**config.mk**
```make
export PLATFORM = sky130hd
export DESIGN_NAME = fdsi_drive_if
export DESIGN_NICKNAME = d
export VERILOG_FILES = /design/src/core/fdsi_pkg.sv /design/src/core/fdsi_fifo_if.sv /design/src/core/fdsi_drive_if.sv /design/src/core/fdsi_fifo.sv /design/src/core/fdsi_stepper.sv
export VERILOG_INCLUDE_DIRS = /design/src /design/src/core
export SDC_FILE = /design/constraint.sdc
export NUM_CORES = 1
export LEC_CHECK = 0
export ABC_AREA = 1
export BUFFER_PORTS_ARGS = -buffer_cell sky130_fd_sc_hd__buf_2
export CORE_ASPECT_RATIO = 0.75
export CORE_MARGIN = 3
export CORE_UTILIZATION = 62
export CTS_BUF_LIST = sky130_fd_sc_hd__clkbuf_16
export CTS_CLUSTER_DIAMETER = 80
export DETAILED_ROUTE_END_ITERATION = 10
export HOLD_SLACK_MARGIN = 0.06
export PLACE_DENSITY_LB_ADDON = 0.05
export SLEW_MARGIN = 20
export SYNTH_ARGS = -nofsm -noshare
export SYNTH_HDL_FRONTEND = slang
export SYNTH_HIERARCHICAL = 1
export SYNTH_SLANG_ARGS = --single-unit
```
**constraint.sdc**
```tcl
create_clock -name clk -period 3.69 [get_ports clk]
set_input_delay 0 -clock clk [delete_from_list [all_inputs] [get_ports clk]]
set_output_delay 0 -clock clk [all_outputs]
set_load 0.1 [all_outputs]
```
**src/core/fdsi_regs.svh**
```systemverilog
// Constants for the floppy drive signal interface: sizes, a status bit and timing counts.
`ifndef FDSI_REGS_SVH
`define FDSI_REGS_SVH
`define FDSI_CLK_MHZ 100
`define FDSI_FIFO_WIDTH 8
`define FDSI_FIFO_DEPTH 16
`define FDSI_STATUS_CHG_BIT 7
`define FDSI_STEP_PULSE_NS 1000
`define FDSI_STEP_PULSE_CYC ((`FDSI_STEP_PULSE_NS*`FDSI_CLK_MHZ+999)/1000)
`define FDSI_DIR_SETTLE_NS 500
`define FDSI_DIR_SETTLE_CYC ((`FDSI_DIR_SETTLE_NS*`FDSI_CLK_MHZ+999)/1000)
`define FDSI_STEP_RATE_NS 3000000
`define FDSI_STEP_RATE_CYC ((`FDSI_STEP_RATE_NS*`FDSI_CLK_MHZ)/1000)
`define FDSI_BIT_CELL_NS 2000
`define FDSI_BIT_CELL_CYC ((`FDSI_BIT_CELL_NS*`FDSI_CLK_MHZ)/1000)
`define FDSI_WR_PULSE_NS 200
`define FDSI_WR_PULSE_CYC ((`FDSI_WR_PULSE_NS*`FDSI_CLK_MHZ+999)/1000)
`endif

```
**src/core/fdsi_pkg.sv**
```systemverilog
// Types shared by the floppy drive signal interface modules.
package fdsi_pkg;
    typedef enum logic [3:0] {
        STEP_IDLE = 4'b0001,
        STEP_SETTLE = 4'b0010,
        STEP_PULSE = 4'b0100,
        STEP_GAP = 4'b1000
    } fdsi_step_st_t;
    typedef enum logic [2:0] {
        WR_IDLE = 3'b001,
        WR_LEAD = 3'b010,
        WR_SHIFT = 3'b100
    } fdsi_wr_st_t;
endpackage : fdsi_pkg

```
**src/core/fdsi_fifo_if.sv**
```systemverilog
// Valid/ready carrier between the write path and its byte FIFO.
`timescale 1ns/100ps
interface fdsi_fifo_if #(parameter int WIDTH = 8);
    logic push_valid;
    logic push_ready;
    logic [WIDTH-1:0] push_data;
    logic pop_valid;
    logic pop_ready;
    logic [WIDTH-1:0] pop_data;
    modport mp_fifo (input push_valid, push_data, pop_ready,
                     output push_ready, pop_valid, pop_data);
    modport mp_user (output push_valid, push_data, pop_ready,
                     input push_ready, pop_valid, pop_data);
endinterface : fdsi_fifo_if

```
**src/core/fdsi_drive_if.sv**
```systemverilog
// Drive-side pin logic of the floppy controller with a write byte FIFO.
//
// Function
// - Side select pin is high for side 0 and low for side 1.
// - Step direction pin is high for outward and low for inward motion.
// - One active-low step pulse is issued for each track-to-track move.
// - Status bit 7 of the 3F7H byte is the inverted media change input.
// - Two active-low open-drain drive selects, only the chosen one asserted.
// - Two active-low open-drain motor enables, each driven independently.
// - While write protect is asserted, writes are ignored and never start.
// - Two density outputs encode drive and media per a configured mode.
// - Write gate goes active just before write data and holds through it.
// - Each falling edge of write data makes one flux transition.
// - Each falling edge of read data counts as one flux transition.
`timescale 1ns/100ps
`include "fdsi_regs.svh"
module fdsi_drive_if import fdsi_pkg::*; #(
    parameter int unsigned STEP_RATE_CYC = `FDSI_STEP_RATE_CYC,
    parameter int FIFO_DEPTH = `FDSI_FIFO_DEPTH
) (
    input wire logic clk,
    input wire logic sys_rst,
    input wire logic clk_en,
    input wire logic drive_sel,
    input wire logic drive_en,
    input wire logic [1:0] motor_on,
    input wire logic side_sel,
    input wire logic [1:0] data_rate,
    input wire logic [1:0] density_mode,
    input wire logic seek_start,
    input wire logic seek_outward,
    input wire logic [7:0] seek_count,
    output logic seek_busy,
    output logic at_track_zero,
    input wire logic wr_start,
    input wire logic wr_end,
    input wire logic wr_valid,
    output logic wr_ready,
    input wire logic [7:0] wr_data,
    output logic wr_active,
    output logic wr_refused,
    output logic wr_underrun,
    output logic rd_flux_pulse,
    output logic index_pulse,
    output logic write_protected,
    output logic [7:0] status_3f7,
    input wire logic media_changed_n,
    input wire logic write_protect_n,
    input wire logic track_zero_n,
    input wire logic index_hole_n,
    input wire logic read_flux_n,
    output logic side_select_n_o,
    output logic side_select_n_oe,
    output logic step_direction_n_o,
    output logic step_direction_n_oe,
    output logic step_pulse_n_o,
    output logic step_pulse_n_oe,
    output logic [1:0] drive_select_n_o,
    output logic [1:0] drive_select_n_oe,
    output logic [1:0] motor_enable_n_o,
    output logic [1:0] motor_enable_n_oe,
    output logic density_out0_o,
    output logic density_out0_oe,
    output logic density_out1_o,
    output logic density_out1_oe,
    output logic write_gate_n_o,
    output logic write_gate_n_oe,
    output logic write_flux_n_o,
    output logic write_flux_n_oe
);
    localparam logic [15:0] CELL = 16'(`FDSI_BIT_CELL_CYC);
    localparam logic [15:0] WPULSE = 16'(`FDSI_WR_PULSE_CYC);

    ////////////////////////////////////////////////////////////////////////
    // Drive, motor, side and density levels. A side or density level of 1
    // means the open-drain driver is released and the pull-up holds it high;
    // a drive or motor level of 1 means the driver pulls the pin low.

    logic side_q, side_d;
    logic [1:0] sel_q, sel_d, mtr_q, mtr_d, den_q, den_d;

    for (genvar i = 0; i < 2; i++) begin : g_drive
        assign sel_d[i] = drive_en && (drive_sel == 1'(i));
        assign mtr_d[i] = motor_on[i];
    end

    always_comb begin
        side_d = ~side_sel;
        case (density_mode)
            2'd0: den_d = data_rate;
            2'd1: den_d = ~data_rate;
            2'd2: den_d = {data_rate[1] ^ drive_sel, data_rate[0]};
            default: den_d = 2'b11;
        endcase
    end

    always_ff @(posedge clk or posedge sys_rst) begin
        if (sys_rst) begin
            side_q <= 1'b1;
            sel_q <= 2'b00;
            mtr_q <= 2'b00;
            den_q <= 2'b11;
        end else if (clk_en) begin
            side_q <= side_d;
            sel_q <= sel_d;
            mtr_q <= mtr_d;
            den_q <= den_d;
        end
    end

    ////////////////////////////////////////////////////////////////////////
    // Drive inputs. Pins are taken as already synchronous to clk.

    logic rdp_q, rdp_d, idxp_q, idxp_d, rdpl_q, rdpl_d, idxpl_q, idxpl_d;
    logic tz_q, tz_d, wp_q, wp_d, chg_q, chg_d;

    always_comb begin
        rdp_d = read_flux_n;
        idxp_d = index_hole_n;
        rdpl_d = rdp_q && !read_flux_n;
        idxpl_d = idxp_q && !index_hole_n;
        tz_d = !track_zero_n;
        wp_d = !write_protect_n;
        chg_d = !media_changed_n;
    end

    always_ff @(posedge clk or posedge sys_rst) begin
        if (sys_rst) begin
            rdp_q <= 1'b1;
            idxp_q <= 1'b1;
            rdpl_q <= 1'b0;
            idxpl_q <= 1'b0;
            tz_q <= 1'b0;
            wp_q <= 1'b0;
            chg_q <= 1'b0;
        end else if (clk_en) begin
            rdp_q <= rdp_d;
            idxp_q <= idxp_d;
            rdpl_q <= rdpl_d;
            idxpl_q <= idxpl_d;
            tz_q <= tz_d;
            wp_q <= wp_d;
            chg_q <= chg_d;
        end
    end

    ////////////////////////////////////////////////////////////////////////
    // Head seek.

    logic dir_out, step_act;

    fdsi_stepper #(.RATE_CYC(STEP_RATE_CYC)) u_step (
        .clk(clk),
        .sys_rst(sys_rst),
        .clk_en(clk_en),
        .start(seek_start),
        .outward(seek_outward),
        .count(seek_count),
        .track_zero(tz_q),
        .busy(seek_busy),
        .dir_outward(dir_out),
        .pulse_act(step_act)
    );

    ////////////////////////////////////////////////////////////////////////
    // Write path: bytes queue in the FIFO and leave MSB first, one bit
    // cell each; a one bit pulls the flux pin low for a short pulse.

    fdsi_fifo_if #(.WIDTH(8)) wq ();

    fdsi_fifo #(.WIDTH(8), .DEPTH(FIFO_DEPTH)) u_fifo (
        .clk(clk),
        .sys_rst(sys_rst),
        .clk_en(clk_en),
        .port(wq.mp_fifo)
    );

    fdsi_wr_st_t ws_q, ws_d;
    logic [15:0] cell_q, cell_d, fl_q, fl_d;
    logic [7:0] sh_q, sh_d;
    logic [3:0] bits_q, bits_d;
    logic end_q, end_d, ref_q, ref_d, und_q, und_d, need_byte;

    assign wq.push_valid = wr_valid && (ws_q != WR_IDLE);
    assign wq.push_data = wr_data;
    assign wr_ready = wq.push_ready && (ws_q != WR_IDLE);

    always_comb begin
        ws_d = ws_q;
        cell_d = (cell_q > 16'd1) ? cell_q - 16'd1 : 16'd1;
        fl_d = (fl_q != 16'd0) ? fl_q - 16'd1 : 16'd0;
        sh_d = sh_q;
        bits_d = bits_q;
        end_d = end_q || wr_end;
        ref_d = 1'b0;
        und_d = 1'b0;
        wq.pop_ready = 1'b0;
        need_byte = (cell_q <= 16'd1) &&
            ((ws_q == WR_LEAD) || (bits_q <= 4'd1));
        case (ws_q)
            WR_IDLE: begin
                // Stale bytes from an aborted write are flushed here.
                wq.pop_ready = 1'b1;
                end_d = 1'b0;
                fl_d = 16'd0;
                if (wr_start) begin
                    if (!write_protect_n) begin
                        ref_d = 1'b1;
                    end else begin
                        ws_d = WR_LEAD;
                        cell_d = CELL;
                    end
                end
            end
            WR_LEAD, WR_SHIFT: begin
                if (!write_protect_n) begin
                    ws_d = WR_IDLE;
                    fl_d = 16'd0;
                end else if (need_byte) begin
                    cell_d = CELL;
                    if (wq.pop_valid) begin
                        wq.pop_ready = 1'b1;
                        sh_d = wq.pop_data;
                        bits_d = 4'd8;
                        fl_d = wq.pop_data[7] ? WPULSE : 16'd0;
                        ws_d = WR_SHIFT;
                    end else begin
                        und_d = !end_q;
                        ws_d = WR_IDLE;
                    end
                end else if (cell_q <= 16'd1) begin
                    cell_d = CELL;
                    sh_d = {sh_q[6:0], 1'b0};
                    bits_d = bits_q - 4'd1;
                    fl_d = sh_q[6] ? WPULSE : 16'd0;
                end
            end
            default: ws_d = WR_IDLE;
        endcase
    end

    always_ff @(posedge clk or posedge sys_rst) begin
        if (sys_rst) begin
            ws_q <= WR_IDLE;
            cell_q <= 16'd1;
            fl_q <= 16'd0;
            sh_q <= 8'h00;
            bits_q <= 4'd0;
            end_q <= 1'b0;
            ref_q <= 1'b0;
            und_q <= 1'b0;
        end else if (clk_en) begin
            ws_q <= ws_d;
            cell_q <= cell_d;
            fl_q <= fl_d;
            sh_q <= sh_d;
            bits_q <= bits_d;
            end_q <= end_d;
            ref_q <= ref_d;
            und_q <= und_d;
        end
    end

    ////////////////////////////////////////////////////////////////////////
    // Outputs. Every open-drain pin only ever pulls low.

    assign at_track_zero = tz_q;
    assign wr_active = (ws_q != WR_IDLE);
    assign wr_refused = ref_q;
    assign wr_underrun = und_q;
    assign rd_flux_pulse = rdpl_q;
    assign index_pulse = idxpl_q;
    assign write_protected = wp_q;
    assign status_3f7 = {chg_q, 7'h00};
    assign side_select_n_o = 1'b0;
    assign side_select_n_oe = ~side_q;
    assign step_direction_n_o = 1'b0;
    assign step_direction_n_oe = ~dir_out;
    assign step_pulse_n_o = 1'b0;
    assign step_pulse_n_oe = step_act;
    assign drive_select_n_o = 2'b00;
    assign drive_select_n_oe = sel_q;
    assign motor_enable_n_o = 2'b00;
    assign motor_enable_n_oe = mtr_q;
    assign density_out0_o = 1'b0;
    assign density_out0_oe = ~den_q[0];
    assign density_out1_o = 1'b0;
    assign density_out1_oe = ~den_q[1];
    assign write_gate_n_o = 1'b0;
    assign write_gate_n_oe = (ws_q != WR_IDLE);
    assign write_flux_n_o = 1'b0;
    assign write_flux_n_oe = (fl_q != 16'd0) && (ws_q != WR_IDLE);

    property p_side;
        @(posedge clk) disable iff (sys_rst)
        clk_en |=> (side_select_n_oe == $past(side_sel));
    endproperty
    a_side: assert property (p_side)
        else $error("side select level does not follow the side request");

    property p_one_drive;
        @(posedge clk) disable iff (sys_rst)
        clk_en |=> ($onehot0(drive_select_n_oe) &&
            drive_select_n_oe == ($past(drive_en) ?
            ($past(drive_sel) ? 2'b10 : 2'b01) : 2'b00));
    endproperty
    a_one_drive: assert property (p_one_drive)
        else $error("drive select does not match the chosen drive");

    property p_motor;
        @(posedge clk) disable iff (sys_rst)
        clk_en |=> (motor_enable_n_oe == $past(motor_on));
    endproperty
    a_motor: assert property (p_motor)
        else $error("motor enable does not follow its request");

    property p_protect;
        @(posedge clk) disable iff (sys_rst)
        (clk_en && !write_protect_n && !wr_active && wr_start)
            |=> (wr_refused && !write_gate_n_oe) ##1 !write_gate_n_oe;
    endproperty
    a_protect: assert property (p_protect)
        else $error("write started on a protected medium");

    property p_flux_in_gate;
        @(posedge clk) disable iff (sys_rst)
        write_flux_n_oe |-> write_gate_n_oe && $past(write_gate_n_oe);
    endproperty
    a_flux_in_gate: assert property (p_flux_in_gate)
        else $error("write data pulse outside the write gate");

    property p_flux_pulse;
        @(posedge clk) disable iff (sys_rst)
        ($rose(write_flux_n_oe) && clk_en) |-> write_flux_n_oe [*8];
    endproperty
    a_flux_pulse: assert property (p_flux_pulse)
        else $error("write flux pulse too short");

    property p_read_edge;
        @(posedge clk) disable iff (sys_rst)
        (clk_en && rdp_q && !read_flux_n) |=> rd_flux_pulse ##1
            (!$past(clk_en) || !rd_flux_pulse);
    endproperty
    a_read_edge: assert property (p_read_edge)
        else $error("read flux edge not reported once");

    property p_status;
        @(posedge clk) disable iff (sys_rst)
        clk_en |=> (status_3f7[`FDSI_STATUS_CHG_BIT] ==
            !$past(media_changed_n));
    endproperty
    a_status: assert property (p_status)
        else $error("media change status bit wrong");
endmodule : fdsi_drive_if

```
**src/core/fdsi_fifo.sv**
```systemverilog
// Byte FIFO whose head word is held in a register.
`timescale 1ns/100ps
`include "fdsi_regs.svh"
module fdsi_fifo #(
    parameter int WIDTH = `FDSI_FIFO_WIDTH,
    parameter int DEPTH = `FDSI_FIFO_DEPTH
) (
    input wire logic clk,
    input wire logic sys_rst,
    input wire logic clk_en,
    fdsi_fifo_if.mp_fifo port
);
    localparam int AW = $clog2(DEPTH);
    localparam int CW = $clog2(DEPTH + 1);
    logic [WIDTH-1:0] mem_q [DEPTH];
    logic [AW-1:0] wp_q, wp_d, rp_q, rp_d;
    logic [CW-1:0] cnt_q, cnt_d;
    logic [WIDTH-1:0] head_q, head_d;
    logic do_push, do_pop;

    assign port.push_ready = (cnt_q != CW'(DEPTH));
    assign port.pop_valid = (cnt_q != '0);
    assign port.pop_data = head_q;

    always_comb begin
        do_push = port.push_valid && port.push_ready;
        do_pop = port.pop_valid && port.pop_ready;
        wp_d = do_push ? AW'(wp_q + 1'b1) : wp_q;
        rp_d = do_pop ? AW'(rp_q + 1'b1) : rp_q;
        cnt_d = CW'(cnt_q + CW'(do_push) - CW'(do_pop));
        // A word written into the new head slot bypasses the array.
        head_d = (do_push && wp_q == rp_d) ? port.push_data : mem_q[rp_d];
    end

    always_ff @(posedge clk) begin
        if (clk_en && do_push) begin
            mem_q[wp_q] <= port.push_data;
        end
    end

    always_ff @(posedge clk or posedge sys_rst) begin
        if (sys_rst) begin
            wp_q <= '0;
            rp_q <= '0;
            cnt_q <= '0;
            head_q <= '0;
        end else if (clk_en) begin
            wp_q <= wp_d;
            rp_q <= rp_d;
            cnt_q <= cnt_d;
            head_q <= head_d;
        end
    end
endmodule : fdsi_fifo

```
**src/core/fdsi_stepper.sv**
```systemverilog
// Head seek sequencer: direction settle, step pulse and step spacing.
`timescale 1ns/100ps
`include "fdsi_regs.svh"
module fdsi_stepper import fdsi_pkg::*; #(
    parameter int unsigned RATE_CYC = `FDSI_STEP_RATE_CYC
) (
    input wire logic clk,
    input wire logic sys_rst,
    input wire logic clk_en,
    input wire logic start,
    input wire logic outward,
    input wire logic [7:0] count,
    input wire logic track_zero,
    output logic busy,
    output logic dir_outward,
    output logic pulse_act
);
    localparam logic [31:0] SETTLE = 32'(`FDSI_DIR_SETTLE_CYC);
    localparam logic [31:0] PULSE = 32'(`FDSI_STEP_PULSE_CYC);
    localparam logic [31:0] GAP = 32'(RATE_CYC) - PULSE;
    fdsi_step_st_t st_q, st_d;
    logic [31:0] tmr_q, tmr_d;
    logic [7:0] left_q, left_d;
    logic dir_q, dir_d;

    assign busy = (st_q != STEP_IDLE);
    assign dir_outward = dir_q;
    assign pulse_act = (st_q == STEP_PULSE);

    always_comb begin
        st_d = st_q;
        tmr_d = (tmr_q > 32'd1) ? tmr_q - 32'd1 : 32'd1;
        left_d = left_q;
        dir_d = dir_q;
        case (st_q)
            STEP_IDLE: begin
                if (start && count != 8'h00) begin
                    dir_d = outward;
                    left_d = count;
                    tmr_d = SETTLE;
                    st_d = STEP_SETTLE;
                end
            end
            STEP_SETTLE: begin
                if (tmr_q <= 32'd1) begin
                    // Stepping outward past the outermost track is refused.
                    if (dir_q && track_zero) begin
                        st_d = STEP_IDLE;
                    end else begin
                        tmr_d = PULSE;
                        st_d = STEP_PULSE;
                    end
                end
            end
            STEP_PULSE: begin
                if (tmr_q <= 32'd1) begin
                    left_d = left_q - 8'h01;
                    tmr_d = GAP;
                    st_d = STEP_GAP;
                end
            end
            STEP_GAP: begin
                if (tmr_q <= 32'd1) begin
                    st_d = (left_q == 8'h00) ? STEP_IDLE : STEP_SETTLE;
                    tmr_d = SETTLE;
                end
            end
            default: st_d = STEP_IDLE;
        endcase
    end

    always_ff @(posedge clk or posedge sys_rst) begin
        if (sys_rst) begin
            st_q <= STEP_IDLE;
            tmr_q <= 32'd1;
            left_q <= 8'h00;
            dir_q <= 1'b0;
        end else if (clk_en) begin
            st_q <= st_d;
            tmr_q <= tmr_d;
            left_q <= left_d;
            dir_q <= dir_d;
        end
    end

    property p_dir_stable;
        @(posedge clk) disable iff (sys_rst)
        (st_q == STEP_PULSE) |=> $stable(dir_q);
    endproperty
    a_dir_stable: assert property (p_dir_stable)
        else $error("step direction moved during a step pulse");

    property p_pulse_width;
        @(posedge clk) disable iff (sys_rst)
        ($rose(pulse_act) && clk_en) |-> pulse_act [*8];
    endproperty
    a_pulse_width: assert property (p_pulse_width)
        else $error("step pulse shorter than expected");

    property p_dir_load;
        @(posedge clk) disable iff (sys_rst)
        (clk_en && st_q == STEP_IDLE && start && count != 8'h00)
            |=> (dir_q == $past(outward));
    endproperty
    a_dir_load: assert property (p_dir_load)
        else $error("step direction not taken from the request");
endmodule : fdsi_stepper

```
# ---- Yosys cells after proc, flatten, opt, wreduce, memory -nomap -nowiden
# Memory sizes are Yosys's and may differ from the RTL's. A register that Yosys moved wholly into a read port is not among the register bits.
# Index checks and enable logic that the tools add are counted.
dict set report word_totals {
  ff_bits 121
  ramBits 128
  input_bits 38
  mem_count 1
}
dict set report classes {
  addsub 9
  n_lt_le_gt_ge 5
  n_eq_ne 20
  muxes 60
  n_bitwise 8
  n_reduce_logical 35
}
# memory depth word_bits read_ports rd_clocked_by_memory_dff write_ports line
set mem_list {}
lappend mem_list {u_fifo.mem_q 16 8 1 1 1 fdsi_fifo.sv:15} ;# logic [WIDTH-1:0] mem_q [DEPTH];
# op n
set ops {}
lappend ops {{two-way mux 32 bit} 6}
lappend ops {{two-way mux 16 bit} 11}
lappend ops {{one-hot mux 32 bit (4 select lines)} 1}
lappend ops {{one-hot mux 16 bit (2 select lines)} 2}
lappend ops {{greater-than comparator 32 x 1 -> 1 bit, second input constant} 1}
lappend ops {{less-or-equal comparator 32 x 1 -> 1 bit, second input constant} 1}
lappend ops {{two-way mux 4 bit} 8}
lappend ops {{subtractor 16 x 1 -> 16 bit, second input constant} 2}
lappend ops {{subtractor 32 x 1 -> 32 bit, second input constant} 1}
lappend ops {{two-way mux 7 bit} 3}
lappend ops {{two-way mux 3 bit} 6}
lappend ops {{greater-than comparator 16 x 1 -> 1 bit, second input constant} 1}
lappend ops {{less-or-equal comparator 16 x 1 -> 1 bit, second input constant} 1}
lappend ops {{two-way mux 8 bit} 2}
lappend ops {{one-hot mux 4 bit (4 select lines)} 1}
lappend ops {{one-hot mux 8 bit (2 select lines)} 1}
lappend ops {{nonzero test 16 bit} 1}
lappend ops {{logical AND 1 bit} 13}
lappend ops {{two-way mux 1 bit} 13}
lappend ops {{two-way mux 5 bit} 2}
lappend ops {{!= test 2 x 1 -> 1 bit, second input constant} 5}
lappend ops {{AND reduction 5 bit} 2}
lappend ops {{adder 4 x 1 -> 4 bit, second input constant} 2}
lappend ops {{zero test 8 bit} 1}
lappend ops {{36 further kinds} 50}

# ---- Depth between registers and ports, before layout
# Gate-level depths: netlist (run 1).
dict set report logic_depth {
  ltp_word 8
  ltp_mapped 22
}

# ---- Modules after synthesis
# The synthesis (run 1) kept the hierarchy.
# module n_inst cells_each area_per_inst_um2 seq_area_each_um2
set by_module_without_submodules {}
lappend by_module_without_submodules {fdsi_fifo 1 697 7058.0 4369.2}
lappend by_module_without_submodules {fdsi_drive_if 1 488 3759.9 1585.3}
lappend by_module_without_submodules {fdsi_stepper 1 425 3059.2 1128.6}

# ---- Worst setup path after synthesis (run 1)
# No wires, ideal clock.
dict set report synth_path {
  path_kind {reg-to-reg}
  from {register ws_q[1]}
  to {register u_fifo.cnt_q[4]}
  setup_ns 0.079
  t_arrival_ns 3.385
  required_ns 3.611
  setup_slack_ns 0.226
  path_stages_with_launch 19
  cell_sequence {dfrtp_1 or2_4 nor2_4 inv_1 nand2_1 nand2_4 inv_2 ha_1 inv_1 ha_1 inv_1 fa_1 or2_2 a21oi_1 nor2_1 nand2_1 nand2_1 nor2_1 xor2_1}
}
# element line
set synth_rtl {}
lappend synth_rtl {{from (decl)} fdsi_drive_if.sv:178} ;# fdsi_wr_st_t ws_q, ws_d;
lappend synth_rtl {{from (signal assigned)} fdsi_drive_if.sv:253} ;# ws_q <= ws_d;
lappend synth_rtl {{!= test 3 x 1 -> 1 bit} n/a}
lappend synth_rtl {{named net wr_active} fdsi_drive_if.sv:40} ;# output logic wr_active,
lappend synth_rtl {{logical AND 1 bit} fdsi_drive_if.sv:184} ;# assign wq.push_valid = wr_valid && (ws_q != WR_IDLE);
lappend synth_rtl {{logical AND 1 bit} fdsi_fifo.sv:26} ;# do_push = port.push_valid && port.push_ready;
lappend synth_rtl {{adder 5 x 1 -> 5 bit} fdsi_fifo.sv:30} ;# cnt_d = CW'(cnt_q + CW'(do_push) - CW'(do_pop));
lappend synth_rtl {{subtractor 5 x 1 -> 5 bit} fdsi_fifo.sv:30}
lappend synth_rtl {{to (signal assigned)} fdsi_fifo.sv:50} ;# cnt_q <= cnt_d;
lappend synth_rtl {{to (decl)} fdsi_fifo.sv:17} ;# logic [CW-1:0] cnt_q, cnt_d;
# The timed path passes the listed nets, and every way through them passes these cells.
# A chain may end at the register's enable or synchronous reset.

# ---- Worst setup path after layout (run 1)
dict set report layout_path {
  from {register cell_q[0]}
  to {register u_fifo.cnt_q[4]}
}
dict set report layout_between {
  elab_chain_cells 7
}
# element line
set layout_rtl {}
lappend layout_rtl {{from (decl)} fdsi_drive_if.sv:179} ;# logic [15:0] cell_q, cell_d, fl_q, fl_d;
lappend layout_rtl {{from (signal assigned)} fdsi_drive_if.sv:254} ;# cell_q <= cell_d;
lappend layout_rtl {{less-or-equal comparator 16 x 1 -> 1 bit} fdsi_drive_if.sv:198} ;# need_byte = (cell_q <= 16'd1) &&
lappend layout_rtl {{logical AND 1 bit} fdsi_drive_if.sv:198}
lappend layout_rtl {{two-way mux 1 bit} fdsi_drive_if.sv:219} ;# end else if (need_byte) begin
lappend layout_rtl {{two-way mux 1 bit} fdsi_drive_if.sv:216} ;# if (!write_protect_n) begin
lappend layout_rtl {{one-hot mux 1 bit (2 select lines)} fdsi_drive_if.sv:200} ;# case (ws_q)
lappend layout_rtl {{named net wq.pop_ready} fdsi_fifo_if.sv:8} ;# logic pop_ready;
lappend layout_rtl {{logical AND 1 bit} fdsi_fifo.sv:27} ;# do_pop = port.pop_valid && port.pop_ready;
lappend layout_rtl {{subtractor 5 x 1 -> 5 bit} fdsi_fifo.sv:30}
# The timed path passes the listed nets, and every way through them passes these cells.

==> impl_metrics.yaml, run 1 <==
sta:
  clock_skew_ps: 22.0
  timing.fmax_mhz: 291
  layout_setup_ws_ps: 256
  worst-slew-pin-transition_ps: 951
  fin_crit_sh_pct: 93.1
  maxSlewViolCount: 0
  fin_crit_ps: 3430
  setup_viol: 0
  hold_viol: 0
  fin_setup_tns_ps: 0
  maxSlewHeadroom_pct: 36.5
synthesis:
  yosysWarnings: 6
  synth_seq_area_share_pct: 51.0
  syn_area_um2: 13900
  avgSynthCellArea_um2: 8.62
  yosysUniqueCellTypes: 52
  ys.flop_type: "edfxtp_1"
  syn_inst: 1610
  synth-edff-count: 128
  async_flop_share_pct: 50.2
  ys_ff_latch: 257
clock_tree:
  postCtsSetupRepairBufs: 0
  cts_root_buf: "clkbuf_16"
  cts_tree: "done"
  cts-buffers-inserted: 25
  htree_levels: 1
  clock_path_buffers: 3
  clock_sinks: 257
  clk_pin_slew_worst_paths_ps: 60
  clk_latency_ps: 520
layout:
  utilization_pct: 71.5
  antenna_cells: 0
  fin_area_um2: 15400
  syn_to_final_growth_pct: 11.3
  final_nets: 1754
  drive_gt1_share_pct: 12.1
grt:
  antenna_found_initial: 0
  grt_pass1_wl_um: 52300
  grt_usage_pct: 26.7
  grt_max_degree: 66
  grt_pass1_vias: 10300
  overflow: 0
setup_path:
  r2r_slack_ps: 260
  r2r-end: "u_fifo/cnt_q[4]"
  worst-setup-path-type: "reg -> reg"
  crit_required_ps: 4140
  reg2reg_from: "cell_q[0]"
  path_max_fanout: 7
  startpoint_type: "flip-flop"
  crit_arrival_ps: 3880
  cp-end-kind: "flip-flop"
  r2r_cells: 22
power_and_ir_drop:
  switching_power_mw: 5.68
  finalPower_mw: 12.4
  p_int_mw: 6.73
  clkPwrFrac_pct: 19.7
  peakVddDrop_mv: 0.728
  p_sw_share_pct: 45.8
  combPwrFrac_pct: 47.9
  leakagePower_nw: 7.37
  pwr-share-seq_pct: 32.4
  powerDensity_nw_per_um2: 804
route:
  vias: 10900
  via_per_inst: 5.46
  dr.pass1.iters: 5
  drc_errors: 0
  drt-total-wl_um: 31900
  ant_nets: 0
  avgRoutedWirePerCell_um: 15.9
  drtIter0Drc: 1040
hold_path:
  worstHoldPathCells: 6
  hold_class: "in -> reg"
  holdPathEnd: "u_fifo/wp_q[0]"
  hp-start: "wr_valid"
die:
  dieArea_um2: 24200
  dieHeight_um: 136
  die_w_um: 179
  io-pin-count: 77
  coreArea_um2: 21600
  rows: 46
  initial_core_util_pct: 64.3
place:
  dpl-instance-area_um2: 14300
  place_ws_ps: 210
  dp_hpwl_um: 21100
  place.gp.congestion: 0.894
  io_buffers: 58
status:
  status: "complete, no violations"
job:
  drv_cap: 0
## critical path: stages (launching register included)
cell and delay [ps]:
dfstp_2 530, inv_1 100, ha_1 260, o21ai_1 150, nor2_2 60, nand2_4 70
nor2_4 50, nand2_1 70, nand2_2 100, nand2_4 120, inv_2 50, ha_1 280
inv_1 60, ha_1 150, inv_1 50, fa_1 370, or2_2 320, a21oi_1 130
nor2_1 70, nand2_1 50, nand2_1 60, nor2_2 120, xor2_1 140
## power groups by stage
stage	Combinational [mW]	Sequential [mW]	Clock (mW)
global route	6.63	4.09	2.61
CTS	5.87	4.01	2.48
finish	5.95	4.02	2.44
floorplan	4.58	4.02	0
global placement	5.70	4.04	0
detailed placement	5.81	4.06	0
## synth_stat cells (3+ instances only)
master      n  area [um2]
o21ai_1    19        95.1
dfrtp_1   120        3000
buf_2      23         115
nand4_1    12        75.1
buf_4      27         203
clkbuf_1   12        45.0
nor2_2     15        93.8
inv_1     226         848
nand3_2     5        50.1
a21oi_1    24         120
o211ai_1    4        30.0
edfxtp_1  128        3840
nand3b_1   34         255
xnor2_1    10        87.6
ha_1       20         250
nand2_4     8        90.1
nand2_2     9        56.3
nor2_1    170         638
o21ai_0    48         240
o22ai_1     4        25.0
mux2i_1     3        30.0
nor4_1      5        31.3
a31oi_1     6        37.5
buf_6       5        56.3
inv_2      13        48.8
nand3_1   220        1100
xor2_1     42         368
nand3_4     3        52.6
nor2_4     13         146
nand2_1   326        1220
dfstp_2     9         236
a21oi_2     4        35.0
nor3_1     14        70.1
or2_2       5        31.3
## sequential cells by signal (all words and copies together) (netlist names), 4 cells and up
register / count
u_fifo/mem_q: 128
u_step/tmr_q: 32
cell_q: 16
fl_q: 16
u_fifo/port.pop_data: 8
u_step/left_q: 8
sh_q: 7
u_fifo/cnt_q: 5
bits_q: 4
u_fifo/rp_q: 4
u_fifo/wp_q: 4
u_step/st_q: 4
## how the worst max path moves through the flow
stage          startpoint              end  slack, ps  depth (start not counted)
2_1_floorplan     ws_q[1]  u_fifo/cnt_q[4]        230                         18
3_3_place_gp    cell_q[0]  u_fifo/cnt_q[4]        280                         22
3_5_place_dp    cell_q[0]  u_fifo/cnt_q[4]        210                         22
4_1_cts         cell_q[0]  u_fifo/cnt_q[4]        180                         22
5_1_grt         bits_q[0]  u_fifo/cnt_q[4]         -4                         22
6_report        cell_q[0]  u_fifo/cnt_q[4]        260                         22
## what timing repair did
action / 4_1_cts / 5_1_grt
resized for setup: 0 / 3
endpoints found under the hold margin: 265 / 0
hold buffers: 37 / 0
setup endpoints to repair: 0 / 1
## per-stage QoR
stage	hold WS (ps)	cells
after floorplan	-23.5	1627
after global placement	165	1919
after detailed placement	171	1919
after CTS	81.5	2001
after global routing	136	2001
final	104	2001
## routing by layer
layer	share of wire (%)	track usage, %	vias up
li1	-	-	5333
met1	47	41.2	5202
met2	44	40.2	354
met4	1.8	5.32	0
met3	7.0	4.65	46
met5	0	0	-
## logic make-up (layout without fill, tap and decap cells)
kind of cell,after synthesis,count (layout),share of synthesized area [%]
DFF,257,257,51.0
xor gates and xnor gates,52,52,3.28
other,1,18,0.0270
and+or+nand+nor,849,849,29.0
buffers and inverters,307,393,9.51
adders and majority gates,21,21,1.95
AOI/OAI and AO/OA,118,118,4.82
muxes,5,5,0.379
## placed cells by master (no fill, tap or decap), types with 37 or more instances in the layout
cell type,Yosys,routed
buf_2,23,58
dfrtp_1,120,120
dlygate4sd3_1,0,37
edfxtp_1,128,128
inv_1,226,229
nand2_1,326,324
nand3_1,220,219
nor2_1,170,169
o21ai_0,48,48
xor2_1,42,42
## layout make-up
cell class,count,area (um2)
Sequential cell,257,7080
Clock inverter,20,148
Fill cell,1707,6140
Timing Repair Buffer,108,771
Tap cell,288,360
Clock buffer,25,626
Inverter,240,901
Multi-Input combinational cell,1063,5550
Note: power is estimated with default switching activity, not from simulation.
==> run 2: changes to the inputs <==
- CORE_ASPECT_RATIO: 0.75 -> unset
- CORE_UTILIZATION: 62 -> 51
==> run 2 against run 1 <==
Compared with the run above: clock power rose by 6%; first-iteration DRC count fell by 34%; critical path depth did not move; non-clock buffer count rose by 1; global-route usage fell by 5.0 points; combinational power fell by 1%; clock skew fell by 0.71 ps; wire length fell by 2.3%; total power rose by 0.59%; via count fell by 4.0%; core utilization fell by 12 points; largest power group unchanged; highest routed layer unchanged.
==> impl_metrics.yaml, run 2 (synthesis gave the netlist of run 1 again) <==
status:
  status: "complete, no violations"
power_and_ir_drop:
  finalPower_mw: 12.5
  leakagePower_nw: 7.43
  peakVddDrop_mv: 0.474
  powerDensity_nw_per_um2: 799
place:
  place.gp.congestion: 0.836
  dp.cells: 1966
  dpl-instance-area_um2: 14400
  dp_hpwl_um: 20600
  io_buffers: 58
route:
  ant_nets: 0
  avgRoutedWirePerCell_um: 15.2
  drt-total-wl_um: 31200
  via_per_inst: 5.11
  drc_errors: 0
  vias: 10500
  dr.pass1.iters: 5
  drtIter0Drc: 689
hold_path:
  hold_class: "in -> reg"
die:
  initial_core_util_pct: 52.5
  die_w_um: 171
  rows: 59
  coreArea_um2: 26400
  dieArea_um2: 29200
  io-pin-count: 77
  dieHeight_um: 171
layout:
  syn_to_final_growth_pct: 12.5
  reg_top3: "u_fifo/mem_q x128, u_step/tmr_q x32"
  mostFrequentLayoutCells: "nand2_1 (324), inv_1 (230), nand3_1 (219), nor2_1 (169), edfxtp_1 (128)"
  nFillCells: 2334
  drive_gt1_share_pct: 12.1
  largest_reg_flops: 128
  fin_area_um2: 15600
  final_common_cell: "nand2_1"
  final_nets: 1759
  fin_cells: 2056
  antenna_cells: 0
  largest-register: "u_fifo/mem_q"
setup_path:
  crit_arrival_ps: 3850
  worst-setup-path-type: "reg -> reg"
  path_max_fanout: 7
  crit_required_ps: 4160
  cp-end-kind: "flip-flop"
  startpoint_type: "flip-flop"
job:
  drv_cap: 0
clock_tree:
  cts_tree: "done"
  clock_path_buffers: 3
  clk_pin_slew_worst_paths_ps: 60
  clock_sinks: 257
  htree_levels: 1
  postCtsSetupRepairBufs: 0
  clk_latency_ps: 550
  cts-buffers-inserted: 29
  cts_root_buf: "clkbuf_16"
sta:
  fin_crit_ps: 3390
  timing.fmax_mhz: 295
  fin_crit_sh_pct: 91.8
  hold_viol: 0
  maxSlewHeadroom_pct: 39.9
  setup_viol: 0
  hold_ws_ps: 98.7
  maxSlewViolCount: 0
  worst-slew-pin-transition_ps: 899
  clock_skew_ps: 21.3
grt:
  grt_max_degree: 62
  grt_pass1_wl_um: 51500
  antenna_found_initial: 0
  overflow: 0
  grt_pass1_vias: 10100
  grt_usage_pct: 21.7
run 2: cell types whose count changed in the layout (fill, tap and decap cells not counted), sizes merged:
cell,previous run,this run
dlygate4sd3,37,38
clkinv,11,17
clkbuf,25,29
clkinvlp,3,0
inv,244,245
bufinv,2,1
run 2: worst max-delay path, cell delays in order (launching register included):
cell and delay (ps):
dfstp_2 530, inv_1 100, ha_2 220, o21ai_1 150, nor2_2 60, nand2_4 70, nor2_4 50, nand2_1 70
nand2_2 90, nand2_4 120, inv_2 50, ha_1 280, inv_1 60, ha_1 150, inv_1 50, fa_1 370
or2_2 310, a21oi_1 130, nor2_1 70, nand2_1 50, nand2_1 60, nor2_2 130, xor2_1 150
run 2: worst paths after layout:
path                                 startpoint              endpoint  slack (ps)  cells past startpoint
max                                   cell_q[0]       u_fifo/cnt_q[4]         300                     22
min reg2reg                motor_enable_n_oe[1]  motor_enable_n_oe[1]         460                      2
max in group asynchronous               sys_rst              den_q[1]        2560                      4
max reg2reg                           cell_q[0]       u_fifo/cnt_q[4]         300                     22
min in group asynchronous               sys_rst      u_step/tmr_q[25]         180                      3
min                                  seek_start       u_step/tmr_q[6]         100                      6
run 2: power breakdown:
part           switching [mW]  internal [mW]
clock network            1.11           1.48
registers               0.442           3.57
logic                    4.05           1.83
run 2: layout make-up:
| class | count | area (um2) | share of cell area [%] |
|---|---|---|---|
| repair buffers | 109 | 806 | 5.16 |
| clock inverters | 23 | 126 | 0.809 |
| inverters | 240 | 902 | 5.78 |
| well taps | 335 | 419 | 2.68 |
| flip-flops and latches | 257 | 7080 | 45.4 |
| multi-input cells | 1063 | 5550 | 35.6 |
| clock buffers | 29 | 726 | 4.65 |
run 2: layer usage:
layer,vias to the layer above,track usage (%),share of wire (%)
met1,4899,29.2,45
met3,49,2.47,3.5
met4,0,5.74,2.5
met2,200,37.7,48
met5,-,0,0
li1,5350,-,-
run 2: metrics by stage:
| stage | utilization (%) | setup TNS, ps | setup WS [ps] |
|---|---|---|---|
| after global routing | 59.1 | -15.3 | -15.3 |
| after global placement | 54.4 | 0 | 265 |
| after detailed placement | 54.4 | 0 | 212 |
| after floorplan | - | 0 | 226 |
| after CTS | 59.1 | 0 | 201 |
| final | 59.1 | 0 | 301 |
run 2: what timing repair did:
item                                    in CTS  in global routing
gates resized for setup                      0                  3
endpoints found under the setup margin       0                  1
hold buffers                                38                  0
endpoints found under the hold margin      285                  0
==> run 3: changes to the inputs <==
- GPL_TIMING_DRIVEN: unset -> 0
- RECOVER_POWER: unset -> 100
- SLEW_MARGIN: 20 -> 30
==> run 3 against run 2 <==
Compared with the run above: the flow now finishes with violations (capacitance limit, slew limit); worst setup slack worse by 65 ps; clock-buffer cell count fell by 1; register-to-register slack got worse by 60 ps; flip-flop and latch count unchanged; total power increased by 1.0%; sequential power about the same; first-iteration DRC count down 3.8%; die area did not move; cell count rose by 3.0%; critical endpoint is now u_fifo/port.pop_data[4]; largest power group unchanged.
==> impl_metrics.yaml, run 3 (synthesis gave the netlist of run 1 again) <==
sta:
  fin_crit_sh_pct: 93.6
  layout_setup_ws_ps: 236
  hold_viol: 0
  maxSlewHeadroom_pct: -38.9
  worst-slew-pin-transition_ps: 2070
  hold_ws_ps: 92.9
  maxSlewViolCount: 46
  fin_setup_tns_ps: 0
  timing.fmax_mhz: 290
  clock_skew_ps: 27.0
  setup_viol: 0
  fin_crit_ps: 3450
place:
  dpl-instance-area_um2: 14700
  dp_hpwl_um: 23000
  place.gp.congestion: 0.879
  io_buffers: 58
  place_ws_ps: 31.1
layout:
  antenna_cells: 0
  multiInputGateArea_um2: 5400
  mostFrequentLayoutCells: "nand2_1 (332), inv_1 (231), nand3_1 (225), nor2_1 (177), edfxtp_1 (128)"
  final_common_cell: "nand2_1"
  reg_top3: "u_fifo/mem_q x128, u_step/tmr_q x32"
  final_nets: 1821
  largest-register: "u_fifo/mem_q"
  largest_reg_flops: 128
  seq_area_um2: 7080
  syn_to_final_growth_pct: 13.5
  fin_area_um2: 15700
  nFillCells: 2392
  drive_gt1_share_pct: 10.8
clock_tree:
  cts_root_buf: "clkbuf_16"
  clk_latency_ps: 560
  cts-buffers-inserted: 28
  clock_path_buffers: 3
  htree_levels: 1
  cts_tree: "done"
  clk_pin_slew_worst_paths_ps: 60
  clock_sinks: 257
grt:
  grt_usage_pct: 22.9
  grt_max_degree: 50
  antenna_found_initial: 0
  grt_pass1_wl_um: 53800
  overflow: 0
  grt_pass1_vias: 10500
status:
  status: "complete, but fails checks"
  failed_checks: "capacitance limit, slew limit"
route:
  drtIter0Drc: 663
  vias: 10900
  drc_errors: 0
  via_per_inst: 5.13
  avgRoutedWirePerCell_um: 15.8
  ant_nets: 0
  dr.pass1.iters: 5
  drt-total-wl_um: 33500
setup_path:
  path_max_fanout: 10
  cpMostUsedCell: "nand2_1"
  path_buf_inv: 4
  cpLargestDelayFamily: "simple AND/OR/NAND/NOR gates"
  r2r-end: "u_fifo/port.pop_data[4]"
  crit_required_ps: 4150
  worstPathCellList: "inv_2, ha_2, o21ai_1, nor2_2, nand2_4, nor2_4, nand2_1, nand2_2, nand2_4, buf_4, nand2_1, nand2_1, clkbuf_1, clkbuf_2, nand2_1, nand3_1, nand3_1, nand3_1, nand3_1, nand2_1, nand2_1"
  worst-setup-path-type: "reg -> reg"
  crit_arrival_ps: 3910
  r2r_cells: 21
  cpMaxStageDelayCell: "dfstp_2"
  startpoint_type: "flip-flop"
  critical_path.max_stage_delay_ps: 540
  cp-end-kind: "flip-flop"
  r2r_slack_ps: 240
  reg2reg_from: "cell_q[0]"
die:
  dieArea_um2: 29200
  initial_core_util_pct: 52.5
  dieHeight_um: 171
  rows: 59
  io-pin-count: 77
  die_w_um: 171
  coreArea_um2: 26400
power_and_ir_drop:
  combPwrFrac_pct: 47.7
  p_int_mw: 6.88
  p_sw_share_pct: 45.5
  peakVddDrop_mv: 0.508
  powerDensity_nw_per_um2: 801
  pwr-share-seq_pct: 31.9
  leakagePower_nw: 7.46
  finalPower_mw: 12.6
  clkPwrFrac_pct: 20.4
  switching_power_mw: 5.74
job:
  drv_cap: 1
hold_path:
  hold_class: "in -> async"
run 3: changes by cell type in the layout (fill, tap and decap cells not counted), sizes merged:
cell         change
clkinvlp         +3
clkbuf          +50
clkinv           +1
inv              -4
buf             +10
dlygate4sd3      +2
run 3: power groups by stage:
stage	logic (mW)	clock network, mW	registers [mW]
after floorplan	4.58	0	4.02
after global placement	5.96	0	4.05
after detailed placement	6.04	0	4.06
after CTS	6.12	2.65	4.02
after global routing	6.69	2.77	4.10
final	6.01	2.58	4.02
run 3: routing by layer:
layer | routed length (um) | global-route usage [%]
met1 | 14800 | 30.5
met2 | 16200 | 39.5
met3 | 1580 | 2.93
met4 | 931 | 6.51
met5 | 0 | 0
run 3: worst max-delay path by stage:
stage / start / to / slack [ps] / depth (start not counted)
floorplan: ws_q[1] / u_fifo/cnt_q[4] / 230 / 18
global placement: cell_q[0] / u_fifo/cnt_q[4] / 90 / 22
detailed placement: cell_q[0] / u_fifo/cnt_q[4] / 30 / 22
CTS: cell_q[0] / u_fifo/cnt_q[4] / 30 / 22
global route: bits_q[0] / u_fifo/port.pop_data[7] / -0.6 / 21
finish: cell_q[0] / u_fifo/port.pop_data[4] / 240 / 21
run 3: layout make-up:
class	count	share of cell area, %
Sequential cell	257	45.0
Inverter	240	5.76
Tap cell	335	2.66
Clock buffer	28	4.45
Multi-Input combinational cell	1063	34.3
Clock inverter	23	0.945
Buffer	67	2.46
Timing Repair Buffer	105	4.47
run 3: worst register-to-register path: cells and delay by family (launching register included):
kind	cells	cell delay (ps)
AOI/OAI and AO/OA	1	140
adders and majority gates	1	210
and+or+nand+nor	15	1470
DFF	1	540
buffers and inverters	4	1000
run 3: repair_timing:
| item | 4_1_cts | 5_1_grt |
|---|---|---|
| resized for setup | 0 | 5 |
| hold buffers | 40 | 0 |
| setup endpoints to repair | 0 | 1 |
| hold endpoints to repair | 304 | 0 |
| buffers inserted | 0 | 6 |
run 3: metrics by stage:
stage | cells | util, %
6_report | 2118 | 59.6
5_1_grt | 2118 | 59.6
4_1_cts | 2112 | 60.3
3_5_place_dp | 2021 | 55.6
3_3_place_gp | 2020 | 55.4
2_1_floorplan | 1627 | -
